**src/inc/ddrcs_regs.svh**
```systemverilog
// register offsets, fields, reset values and timing counts of the command state block
`ifndef DDRCS_REGS_SVH
`define DDRCS_REGS_SVH
`define DDRCS_ADDR_W         15
`define DDRCS_BANK_W         2
`define DDRCS_BA_REGULAR     2'h0
`define DDRCS_BA_EXTENDED    2'h1
`define DDRCS_EXT_DLL_BIT    0
`define DDRCS_EXT_DRV_LO_BIT 1
`define DDRCS_EXT_DRV_HI_BIT 6
`define DDRCS_MODE_TEST_BIT  7
`define DDRCS_EXT_RESET      15'h0000
`define DDRCS_MODE_RESET     15'h0000
`define DDRCS_REFC_CYC       15
`define DDRCS_RSC_CYC        2
`define DDRCS_POWERDOWN_EXIT_CYC       2
`define DDRCS_FPDL_MIN_CYC   1
`define DDRCS_FPDL_MAX_CYC   3
`define DDRCS_BURST_CYC      4
`endif

```
**src/inc/ddrcs_pkg.sv**
```systemverilog
// types of the command state block
package ddrcs_pkg;
  typedef enum logic [7:0] {
    DDRCS_IDLE     = 8'h01,
    DDRCS_ACT_RD   = 8'h02,
    DDRCS_ACT_WR   = 8'h04,
    DDRCS_READ     = 8'h08,
    DDRCS_WRITE    = 8'h10,
    DDRCS_AREF     = 8'h20,
    DDRCS_MODE_ACC = 8'h40,
    DDRCS_PWRDN    = 8'h80
  } ddrcs_state_t;
  typedef enum logic [1:0] {
    DDRCS_DRV_NORMAL  = 2'h0,
    DDRCS_DRV_STRONG  = 2'h1,
    DDRCS_DRV_WEAKER  = 2'h2,
    DDRCS_DRV_WEAKEST = 2'h3
  } ddrcs_drive_t;
endpackage : ddrcs_pkg

```
**src/inc/ddrcs_timer_if.sv**
```systemverilog
// load and expiry signals between the state machine and its wait counter
`timescale 1ns/1ps
interface ddrcs_timer_if;
  logic       load;
  logic [4:0] count;
  logic       done;
  modport ctrl (output load, output count, input done);
  modport tmr  (input load, input count, output done);
endinterface : ddrcs_timer_if

```
**src/rtl/ddrcs_timer.sv**
```systemverilog
// down counter for recovery, lockout and burst waits
`timescale 1ns/1ps
module ddrcs_timer (
  input  wire logic     core_clk_in,
  input  wire logic     rst_n_in,
  ddrcs_timer_if.tmr    tif
);
  logic [4:0] cnt_r;
  always_ff @(posedge core_clk_in or negedge rst_n_in)
  begin
    if (!rst_n_in)
      cnt_r <= 5'h00;
    else if (tif.load)
      cnt_r <= tif.count;
    else if (cnt_r != 5'h00)
      cnt_r <= cnt_r - 5'h01;
  end
  // expiry ignores load, so the caller's decode never loops back on itself
  assign tif.done = (cnt_r == 5'h01);
endmodule : ddrcs_timer

```
**src/rtl/ddrcs_cmd_state.sv**
```systemverilog
// command state machine with pin sampling and mode register capture
`timescale 1ns/1ps
`include "ddrcs_regs.svh"
// Contract
// - idle, cs low, fn high: read activate
// - idle, cs low, fn low: write activate
// - after read activate: latch or mode set
// - deselects let read burst finish
// - deselects let write burst finish
// - refresh plus pd low in window: self-refresh
// - pd low held: stay powered down
// - pd exit with cs high, idle after recovery
// - pd low with the refresh command: self-refresh
// - bank bits zero: regular mode register
// - bank 01: extended register, drive field
module ddrcs_cmd_state #(
  parameter int ADDR_W = `DDRCS_ADDR_W
) (
  input  wire logic                      core_clk_in,
  input  wire logic                      rst_n_in,
  input  wire logic                      chip_select_n_in,
  input  wire logic                      function_select_in,
  input  wire logic [`DDRCS_BANK_W-1:0]  bank_in,
  input  wire logic [ADDR_W-1:0]         addr_in,
  input  wire logic                      power_down_n_in,
  output logic [7:0]                     state_out,
  output logic [`DDRCS_BANK_W-1:0]       bank_out,
  output logic [ADDR_W-1:0]              upper_address_out,
  output logic [ADDR_W-1:0]              lower_address_out,
  output logic                           burst_read_out,
  output logic                           burst_write_out,
  output logic                           self_refresh_out,
  output logic [ADDR_W-1:0]              mode_reg_out,
  output logic [ADDR_W-1:0]              extended_mode_config_out,
  output ddrcs_pkg::ddrcs_drive_t        drive_strength_field_out,
  output logic                           dll_switch_out,
  output logic                           illegal_cmd_out
);
  if (ADDR_W != `DDRCS_ADDR_W)
  begin : g_bad_addr_w
    $error("ddrcs_cmd_state: address width must match pin count");
  end

  // pins are launched on this clock; a two-of-three filter would swallow
  // one-cycle commands, so they are decoded at the sampling edge itself
  logic                     pd_prev_r;
  wire                      cs_n_q = chip_select_n_in;
  wire                      fn_q   = function_select_in;
  wire                      pd_q   = power_down_n_in;
  wire  [`DDRCS_BANK_W-1:0] ba_q   = bank_in;
  wire  [ADDR_W-1:0]        ad_q   = addr_in;

  ddrcs_pkg::ddrcs_state_t state_r, state_nxt;
  logic self_r, self_nxt;
  logic [4:0] since_ref_r;
  logic [`DDRCS_BANK_W-1:0] bank_r;
  logic [ADDR_W-1:0] ua_r, la_r, mode_r, ext_r;
  logic illegal_nxt;

  ddrcs_timer_if tif ();
  ddrcs_timer u_timer (
    .core_clk_in (core_clk_in),
    .rst_n_in    (rst_n_in),
    .tif         (tif)
  );

  // pin decodes
  wire pd_hh    = pd_prev_r && pd_q;
  wire pd_hl    = pd_prev_r && !pd_q;
  wire pd_lh    = !pd_prev_r && pd_q;
  wire pd_ll    = !pd_prev_r && !pd_q;
  wire desel    = pd_hh && cs_n_q;
  wire sel_any  = pd_hh && !cs_n_q;
  wire pd_entry = pd_hl && cs_n_q;
  wire pd_leave = pd_lh && cs_n_q;
  wire ref_win  = (since_ref_r >= 5'(`DDRCS_FPDL_MIN_CYC)) && (since_ref_r <= 5'(`DDRCS_FPDL_MAX_CYC));
  wire ba_reg   = (ba_q == `DDRCS_BA_REGULAR);
  wire ba_ext   = (ba_q == `DDRCS_BA_EXTENDED);
  wire mode_wr  = (state_r == ddrcs_pkg::DDRCS_ACT_RD) && sel_any;

  always_comb
  begin
    state_nxt   = state_r;
    self_nxt    = self_r;
    illegal_nxt = 1'b0;
    tif.load    = 1'b0;
    tif.count   = 5'h00;
    case (state_r)
      ddrcs_pkg::DDRCS_IDLE:
      begin
        if (sel_any && fn_q)
          state_nxt = ddrcs_pkg::DDRCS_ACT_RD;
        else if (sel_any)
          state_nxt = ddrcs_pkg::DDRCS_ACT_WR;
        else if (pd_entry)
        begin
          state_nxt = ddrcs_pkg::DDRCS_PWRDN;
          self_nxt  = 1'b0;
        end
        else if (pd_hl)
          illegal_nxt = 1'b1;
      end
      ddrcs_pkg::DDRCS_ACT_RD:
      begin
        // second command is always the very next clock
        if (desel)
        begin
          state_nxt = ddrcs_pkg::DDRCS_READ;
          tif.load  = 1'b1;
          tif.count = 5'(`DDRCS_BURST_CYC);
        end
        else if (sel_any)
        begin
          state_nxt = ddrcs_pkg::DDRCS_MODE_ACC;
          tif.load  = 1'b1;
          tif.count = 5'(`DDRCS_RSC_CYC);
        end
        else
        begin
          state_nxt   = ddrcs_pkg::DDRCS_IDLE;
          illegal_nxt = 1'b1;
        end
      end
      ddrcs_pkg::DDRCS_ACT_WR:
      begin
        if (desel)
        begin
          state_nxt = ddrcs_pkg::DDRCS_WRITE;
          tif.load  = 1'b1;
          tif.count = 5'(`DDRCS_BURST_CYC);
        end
        else if (sel_any || (pd_hl && !cs_n_q))
        begin
          state_nxt = ddrcs_pkg::DDRCS_AREF;
          self_nxt  = pd_hl;
          tif.load  = 1'b1;
          tif.count = 5'(`DDRCS_REFC_CYC);
        end
        else
        begin
          state_nxt   = ddrcs_pkg::DDRCS_IDLE;
          illegal_nxt = 1'b1;
        end
      end
      ddrcs_pkg::DDRCS_READ, ddrcs_pkg::DDRCS_WRITE:
      begin
        // other-bank activations are tolerated; the burst is not cut
        if (!pd_hh)
          illegal_nxt = 1'b1;
        if (tif.done)
          state_nxt = ddrcs_pkg::DDRCS_IDLE;
      end
      ddrcs_pkg::DDRCS_AREF:
      begin
        if (pd_entry && ref_win)
          self_nxt = 1'b1;
        else if (pd_entry || sel_any || (pd_hl && !cs_n_q))
          illegal_nxt = 1'b1;
        if (self_nxt && (pd_ll || pd_hl))
        begin
          state_nxt = ddrcs_pkg::DDRCS_PWRDN;
        end
        else if (tif.done)
          state_nxt = ddrcs_pkg::DDRCS_IDLE;
      end
      ddrcs_pkg::DDRCS_MODE_ACC:
      begin
        if (!desel)
          illegal_nxt = 1'b1;
        if (tif.done)
          state_nxt = ddrcs_pkg::DDRCS_IDLE;
      end
      ddrcs_pkg::DDRCS_PWRDN:
      begin
        if (pd_leave)
        begin
          state_nxt = ddrcs_pkg::DDRCS_MODE_ACC;
          tif.load  = 1'b1;
          tif.count = self_r ? 5'(`DDRCS_REFC_CYC) : 5'(`DDRCS_POWERDOWN_EXIT_CYC);
          self_nxt  = 1'b0;
        end
        else if (pd_lh)
          illegal_nxt = 1'b1;
        // otherwise held low: stay
      end
      default:
        state_nxt = ddrcs_pkg::DDRCS_IDLE;
    endcase
  end

  always_ff @(posedge core_clk_in or negedge rst_n_in)
  begin
    if (!rst_n_in)
    begin
      state_r     <= ddrcs_pkg::DDRCS_IDLE;
      self_r      <= 1'b0;
      pd_prev_r   <= 1'b0;
      since_ref_r <= 5'h1F;
      illegal_cmd_out <= 1'b0;
    end
    else
    begin
      state_r     <= state_nxt;
      self_r      <= self_nxt;
      pd_prev_r   <= pd_q;
      // clocks elapsed since the refresh command: one at the next edge
      since_ref_r <= (state_nxt == ddrcs_pkg::DDRCS_AREF && state_r != ddrcs_pkg::DDRCS_AREF) ? 5'h01 :
                     (since_ref_r == 5'h1F ? 5'h1F : since_ref_r + 5'h01);
      illegal_cmd_out <= illegal_nxt;
    end
  end

  // bank, address and mode register capture
  always_ff @(posedge core_clk_in or negedge rst_n_in)
  begin
    if (!rst_n_in)
    begin
      bank_r <= 2'h0;
      ua_r   <= '0;
      la_r   <= '0;
      mode_r <= `DDRCS_MODE_RESET;
      ext_r  <= `DDRCS_EXT_RESET;
    end
    else
    begin
      if (state_r == ddrcs_pkg::DDRCS_IDLE && sel_any)
      begin
        bank_r <= ba_q;
        ua_r   <= ad_q;
      end
      if ((state_r == ddrcs_pkg::DDRCS_ACT_RD || state_r == ddrcs_pkg::DDRCS_ACT_WR) && desel)
        la_r <= ad_q;
      // test bit and reserved codes are the controller's duty; stored as given
      if (mode_wr && ba_reg)
        mode_r <= ad_q;
      // non-drive, non-dll bits forced to zero
      if (mode_wr && ba_ext)
      begin
        ext_r <= '0;
        ext_r[`DDRCS_EXT_DRV_HI_BIT] <= ad_q[`DDRCS_EXT_DRV_HI_BIT];
        ext_r[`DDRCS_EXT_DRV_LO_BIT] <= ad_q[`DDRCS_EXT_DRV_LO_BIT];
        ext_r[`DDRCS_EXT_DLL_BIT]    <= ad_q[`DDRCS_EXT_DLL_BIT];
      end
    end
  end

  assign state_out                = state_r;
  assign bank_out                 = bank_r;
  assign upper_address_out        = ua_r;
  assign lower_address_out        = la_r;
  assign burst_read_out           = (state_r == ddrcs_pkg::DDRCS_READ);
  assign burst_write_out          = (state_r == ddrcs_pkg::DDRCS_WRITE);
  assign self_refresh_out         = self_r;
  assign mode_reg_out             = mode_r;
  assign extended_mode_config_out = ext_r;
  assign drive_strength_field_out = ddrcs_pkg::ddrcs_drive_t'({ext_r[`DDRCS_EXT_DRV_HI_BIT],
                                                               ext_r[`DDRCS_EXT_DRV_LO_BIT]});
  assign dll_switch_out           = ext_r[`DDRCS_EXT_DLL_BIT];

  a_rd_activate: assert property (@(posedge core_clk_in) disable iff (!rst_n_in)
    (state_r == ddrcs_pkg::DDRCS_IDLE && sel_any && fn_q) |=> state_r == ddrcs_pkg::DDRCS_ACT_RD)
    else $error("read activate not taken");
  a_wr_activate: assert property (@(posedge core_clk_in) disable iff (!rst_n_in)
    (state_r == ddrcs_pkg::DDRCS_IDLE && sel_any && !fn_q) |=> state_r == ddrcs_pkg::DDRCS_ACT_WR)
    else $error("write activate not taken");
  a_mode_select: assert property (@(posedge core_clk_in) disable iff (!rst_n_in)
    (mode_wr && ba_reg) |=> (mode_r == $past(ad_q) && state_r == ddrcs_pkg::DDRCS_MODE_ACC))
    else $error("mode register not written");
  a_read_burst: assert property (@(posedge core_clk_in) disable iff (!rst_n_in)
    (state_r == ddrcs_pkg::DDRCS_ACT_RD && desel) |=> burst_read_out [*4] ##1 !burst_read_out)
    else $error("read burst length wrong");
  a_write_burst: assert property (@(posedge core_clk_in) disable iff (!rst_n_in)
    (state_r == ddrcs_pkg::DDRCS_ACT_WR && desel) |=> burst_write_out [*4] ##1 !burst_write_out)
    else $error("write burst length wrong");
  a_pd_hold: assert property (@(posedge core_clk_in) disable iff (!rst_n_in)
    (state_r == ddrcs_pkg::DDRCS_PWRDN && pd_ll) |=> state_r == ddrcs_pkg::DDRCS_PWRDN)
    else $error("power-down not held");
  a_pd_exit: assert property (@(posedge core_clk_in) disable iff (!rst_n_in)
    (state_r == ddrcs_pkg::DDRCS_PWRDN && pd_leave && !self_r) |=> ##2 state_r == ddrcs_pkg::DDRCS_IDLE)
    else $error("power-down exit timing wrong");
  a_self_exit: assert property (@(posedge core_clk_in) disable iff (!rst_n_in)
    (state_r == ddrcs_pkg::DDRCS_PWRDN && pd_leave && self_r) |=> ##15 state_r == ddrcs_pkg::DDRCS_IDLE)
    else $error("self-refresh lockout wrong");
  a_ext_field: assert property (@(posedge core_clk_in) disable iff (!rst_n_in)
    (mode_wr && ba_ext) |=> (drive_strength_field_out == {$past(ad_q[6]), $past(ad_q[1])}
                             && ext_r[5:2] == 4'h0))
    else $error("drive strength not captured");
  a_self_entry: assert property (@(posedge core_clk_in) disable iff (!rst_n_in)
    (state_r == ddrcs_pkg::DDRCS_AREF && pd_entry && ref_win) |=> (self_r && state_r == ddrcs_pkg::DDRCS_PWRDN))
    else $error("self-refresh entry missed");

  c_read: cover property (@(posedge core_clk_in) disable iff (!rst_n_in) burst_read_out);
  c_write: cover property (@(posedge core_clk_in) disable iff (!rst_n_in) burst_write_out);
  c_self: cover property (@(posedge core_clk_in) disable iff (!rst_n_in) self_r);
  c_ext: cover property (@(posedge core_clk_in) disable iff (!rst_n_in) mode_wr && ba_ext);
endmodule : ddrcs_cmd_state

```
**config.mk**
```make
export PLATFORM = sky130hd
export DESIGN_NAME = ddrcs_cmd_state
export DESIGN_NICKNAME = d
export VERILOG_FILES = /design/src/inc/ddrcs_pkg.sv /design/src/inc/ddrcs_timer_if.sv /design/src/rtl/ddrcs_timer.sv /design/src/rtl/ddrcs_cmd_state.sv
export VERILOG_INCLUDE_DIRS = /design/src /design/src/inc
export SDC_FILE = /design/constraint.sdc
export NUM_CORES = 1
export LEC_CHECK = 0
export BUFFER_PORTS_ARGS = -buffer_cell sky130_fd_sc_hd__buf_2
export CORE_MARGIN = 2
export CORE_UTILIZATION = 35
export DETAILED_ROUTE_END_ITERATION = 16
export PLACE_DENSITY = 0.57
export SLEW_MARGIN = 0
export SYNTH_ARGS = -nofsm -noshare
export SYNTH_HDL_FRONTEND = slang
export SYNTH_SLANG_ARGS = --single-unit
```
**constraint.sdc**
```tcl
create_clock -name core_clk_in -period 4.1 [get_ports core_clk_in]
set_input_delay 0.205 -clock core_clk_in [delete_from_list [all_inputs] [get_ports core_clk_in]]
set_output_delay 0.205 -clock core_clk_in [all_outputs]
set_load 0.02 [all_outputs]
```
==> flow_summary.yaml, run 1 <==
run_status:
  status: "completed"
sta:
  rsz0062_at_grt: "no"
  slew_headroom: 0.337
  fmax_mhz: 376
  fin_skew_ns: 0.00828
  setup_violations: 0
  tightestPinTransition_ns: 0.987
  maxSlewViolCount: 0
  finalSetupTns_ns: 0
  period_minus_slack_ns: 2.66
  hold_violations: 0
  setup_slack_ns: 1.44
  fin_crit_sh: 0.648
clock_tree:
  clk_pin_slew_ns: 0.08
  root_buffer: "clkbuf_8"
  cts.sinks: 71
  ctsResizeCount: 0
  numCtsBuffers: 9
  clkLatencyLatePin_ns: 0.33
  cts_tree: "done"
  clk_path_buf_depth: 2
  htree_levels: 3
synthesis:
  synth_warnings: 0
  synth_edf_count: 0
  synth-seq-cells: 71
  synth_area_leader_cell: "dfrtp_1"
  ys.flop_type: "dfrtp_1"
  synth_cells: 279
  yosysUniqueCellTypes: 53
  ys_seq_area_frac: 0.520
  syn_avg_cell_area_um2: 12.3
  yosysTopAreaCellShare: 0.474
  synth_area_mm2: 0.00343
  synth-async-reset-ratio: 1.00
  synth.area.top_cells: "dfrtp_1, mux2_2, dfstp_2"
cells_and_area:
  layout_commonest_cell: "buf_2"
  ff_latch_area_mm2: 0.00178
  area_growth_pct: 19.7
  layout.nets: 390
  final_cells: 502
  drive_above_1_share: 0.466
  fillers: 965
  diodes: 0
  multiInputGateArea_mm2: 0.00148
  final_cell_mix: "buf_2, dfrtp_1, mux2_2"
global_route:
  antenna_found_initial: 0
  grt_max_degree: 38
  grt_pass1_vias: 2484
  track_usage: 0.149
  globalRouteOverflowTotal: 0
  grt_first_pass_wirelength_um: 12200
pwr:
  p_leak_uw: 0.00209
  power_density_mw_per_mm2: 596
  vdd_drop_max_v: 0.000296
drt:
  vias: 2480
  drc: 0
  ant_nets: 0
  drt_iter0_markers: 116
  firstDrtPassIters: 4
  wire_per_inst_um: 15.1
  totalWireLength_um: 7590
  via_per_inst: 4.94
worst_setup_path:
  setup.worst_path.end_class: "flip-flop"
  cp.required_ns: 4.32
  cp_max_fo: 15
  worstSetupPathType: "flip-flop to flip-flop"
  arrival_ns: 2.87
  start_kind: "flip-flop"
die:
  die_x_um: 103
  ioPinCount: 99
  core_mm2: 0.00964
  die_h_um: 103
  start_util: 0.356
  row_count: 36
  die_area_mm2: 0.0106
flow_run:
  max_cap_viol_count: 0
worst_hold_path:
  hold_class: "input port to flip-flop"
placed_design:
  dpl.cell_count: 485
  port-buffer-count: 86
  place_ws_ns: 1.37
  dp_hpwl_um: 5580
  gp_congestion: 0.839
## final cells by class
type                            count  area share
Sequential cell                    71       0.434
Multi-Input combinational cell    188       0.360
Timing Repair Buffer               88       0.109
Tap cell                          133      0.0405
Clock buffer                       10      0.0335
Clock inverter                      6      0.0168
Inverter                            6     0.00548
## path summary, 6_finish.rpt
kind | slack (ns) | endpoint | start | depth (start not counted)
max | 1.44 | mode_reg_out[13] | state_out[5] | 4
min in group asynchronous | 0.49 | state_out[7] | rst_n_in | 2
max in group asynchronous | 2.63 | u_timer.cnt_r[0] | rst_n_in | 3
max reg2reg | 1.44 | mode_reg_out[13] | state_out[5] | 4
min reg2reg | 0.49 | since_ref_r[0] | since_ref_r[0] | 1
min | 0.12 | lower_address_out[8] | addr_in[8] | 2
## through the flow
stage | hold WS, ns | util | total power, uW | instance area [um2]
after detailed placement | 0.345 | 0.404 | 1900 | 3890
final | 0.125 | 0.426 | 2450 | 4110
after global routing | 0.117 | 0.426 | 2610 | 4110
after CTS | 0.106 | 0.426 | 2490 | 4110
after floorplan | -0.0906 | - | 1640 | 3470
after global placement | 0.333 | 0.404 | 1880 | 3890
## kinds of logic (layout without fill, tap and decap cells)
| logic type | after synthesis | after routing | share of synthesized area |
|---|---|---|---|
| AOI/OAI and AO/OA | 37 | 37 | 0.0799 |
| xor gates and xnor gates | 6 | 6 | 0.0153 |
| adders and majority gates | 4 | 4 | 0.0146 |
| buffers and inverters | 31 | 110 | 0.0605 |
| DFF | 71 | 71 | 0.520 |
| muxes | 51 | 51 | 0.167 |
| other | 1 | 12 | 0.00109 |
| and+or+nand+nor | 78 | 78 | 0.141 |
## Yosys cell counts (2+ instances only)
library cell	n
nor4b_1	2
dfrtp_1	65
ha_1	4
or4_4	2
o2bb2ai_1	2
xor2_1	5
a41oi_1	2
nor2_1	15
buf_4	19
inv_1	6
mux2_2	51
nand3b_1	3
o221ai_1	2
nand3_1	9
buf_6	2
nor4_4	2
a32o_1	2
nor2b_1	4
nand2b_1	3
a2bb2oi_1	3
a21oi_1	7
nor3_1	5
and3_1	3
nand2_1	16
nand4b_1	3
dfstp_2	6
o21ai_0	8
buf_2	3
## layer usage
metal / GRT usage / wire length [um]
met1: 0.191 / 3320
met2: 0.238 / 3570
met3: 0.0481 / 634
met4: 0.0506 / 61
met5: 0 / 0
## timing repair
action                    CTS  global route
hold endpoints to repair   28             0
buffers inserted            0             0
hold buffers                1             0
## report_power, final
part	total, uW	internal, uW	switching [uW]
clock network	573	301	272
logic	846	360	486
registers	1030	900	131
## worst max-delay path: stages (launching register included)
cell	delay, ns
dfrtp_1	0.49
nor4_4	0.54
nand4b_4	0.24
nor4_4	0.86
mux2_2	0.41
## flip-flops by register name, summed over array words and instances, names as in the netlist
| signal | flops |
|---|---|
| lower_address_out | 15 |
| mode_reg_out | 15 |
| upper_address_out | 15 |
| state_out | 8 |
| since_ref_r | 5 |
| u_timer.cnt_r | 5 |
| extended_mode_config_out | 3 |
| bank_out | 2 |
| illegal_cmd_out | 1 |
| pd_prev_r | 1 |
| self_refresh_out | 1 |
No activity file was read; power rests on OpenSTA's default activity.
==> inputs of run 2 (changes only) <==
- clock period: 4.1 -> 2.8 ns (I/O delays scaled with it)
==> run 2 against run 1 <==
- design area up 2.1%
- clock skew down 0.0031 ns
- sequential power up 47%
- critical endpoint is now mode_reg_out[5]
- largest power group unchanged
==> flow_summary.yaml, run 2 (same netlist as run 1, synthesis figures left out) <==
cells_and_area:
  diodes: 0
  layout.nets: 395
  final_cells: 507
  final_cell_mix: "buf_2, dfrtp_1, mux2_2"
  fin_util: 0.435
  area_growth_pct: 22.3
  fillers: 986
  drive_above_1_share: 0.471
  layout_commonest_cell: "buf_2"
clock_tree:
  postCtsHoldBufs: 1
  htree_levels: 3
  post_cts_buffers: 0
  root_buffer: "clkbuf_8"
  ctsResizeCount: 0
  clk_path_buf_depth: 2
  cts.sinks: 71
  numCtsBuffers: 9
  cts_tree: "done"
  clk_pin_slew_ns: 0.08
  clkLatencyLatePin_ns: 0.33
drt:
  drc: 0
  totalWireLength_um: 7590
  ant_nets: 0
  drt_iter0_markers: 98
  vias: 2474
  via_per_inst: 4.88
  wire_per_inst_um: 15.0
  firstDrtPassIters: 4
pwr:
  vdd_drop_max_v: 0.000471
  p_leak_uw: 0.00214
  finalPower_uw: 3750
  power_density_mw_per_mm2: 895
die:
  ioPinCount: 99
  start_util: 0.356
  core_mm2: 0.00964
  die_h_um: 103
  die_x_um: 103
  die_area_mm2: 0.0106
  row_count: 36
worst_setup_path:
  crit_path_frequent_cell: "nor4_4"
  setup.worst_path.end_class: "flip-flop"
  worstSetupPathType: "flip-flop to flip-flop"
  arrival_ns: 2.52
  path_cells: "nor4_4, nand4b_4, nor4_4, buf_4, mux2_2"
  cp_max_fo: 15
  cp_num_buf_inv: 1
  rr_startpoint: "state_out[4]"
  start_kind: "flip-flop"
  setup.worst_path.start: "state_out[4]"
  cp.required_ns: 3.02
  max_stage_delay_ns: 0.55
  slowest_stage: "nor4_4"
  critPathTopFamily: "simple AND/OR/NAND/NOR gates"
global_route:
  grt_first_pass_wirelength_um: 12600
  grt_max_degree: 39
  antenna_found_initial: 0
  grt_pass1_vias: 2526
  globalRouteOverflowTotal: 0
  track_usage: 0.153
sta:
  hold_violations: 0
  setup_slack_ns: 0.495
  period_minus_slack_ns: 2.31
  maxSlewViolCount: 0
  tightestPinTransition_ns: 0.829
  fmax_mhz: 434
  slew_headroom: 0.448
  setup_violations: 0
  fin_crit_sh: 0.823
  fin_skew_ns: 0.00522
  finalSetupTns_ns: 0
  rsz0062_at_grt: "no"
placed_design:
  gp_congestion: 0.869
  dpl.cell_count: 490
  port-buffer-count: 86
  dp_hpwl_um: 5500
  place_ws_ns: 0.476
worst_hold_path:
  min-delay-start: "addr_in[4]"
  hold_class: "input port to flip-flop"
run_status:
  status: "completed"
flow_run:
  max_cap_viol_count: 0
==> run 2: cell types whose count changed in the layout (fill, tap and decap cells not counted) <==
cell,delta
clkbuf_1,+1
clkinv_4,-1
bufinv_16,+2
clkbuf_8,-1
inv_6,+1
buf_12,+1
buf_4,+4
clkinv_2,-1
clkinvlp_4,-1
==> run 2: per-layer routing <==
metal	track usage	vias up	wire [um]
li1	-	1168	-
met3	0.0522	7	568
met1	0.205	1209	3530
met2	0.239	90	3420
met5	0	-	0
met4	0.0374	0	68
==> run 2: layout make-up <==
| class | count | area (um2) | share of cell area |
|---|---|---|---|
| timing repair buffer | 93 | 498 | 0.119 |
| multi-input combinational | 188 | 1480 | 0.353 |
| inverter | 6 | 22.5 | 0.00537 |
| clock buffer | 10 | 128 | 0.0304 |
| sequential | 71 | 1780 | 0.425 |
| clock inverter | 6 | 116 | 0.0277 |
| tap | 133 | 166 | 0.0397 |
==> run 2: path summary, 6_finish.rpt <==
check	endpoint	slack (ns)	depth (start not counted)
hold / removal	lower_address_out[4]	0.06	2
max in group asynchronous	state_out[0]	1.64	3
setup reg to reg	mode_reg_out[5]	0.49	5
hold reg to reg	mode_reg_out[8]	0.50	1
setup / recovery	mode_reg_out[5]	0.49	5
min in group asynchronous	illegal_cmd_out	0.44	2
==> run 2: metrics by stage <==
stage / hold slack, ns / cell area, um2
3_3_place_gp: 0.286 / 3940
2_1_floorplan: -0.156 / 3470
4_1_cts: 0.0334 / 4200
3_5_place_dp: 0.288 / 3940
5_1_grt: 0.0432 / 4200
6_report: 0.0584 / 4200
==> run 2: report_power, final <==
| group | leakage, uW | internal [uW] | total [uW] | switching (uW) |
|---|---|---|---|---|
| Clock | 0.000121 | 600 | 993 | 392 |
| Combinational | 0.00110 | 534 | 1250 | 721 |
| Sequential | 0.000922 | 1320 | 1510 | 188 |
| Total | 0.00214 | 2450 | 3750 | 1300 |
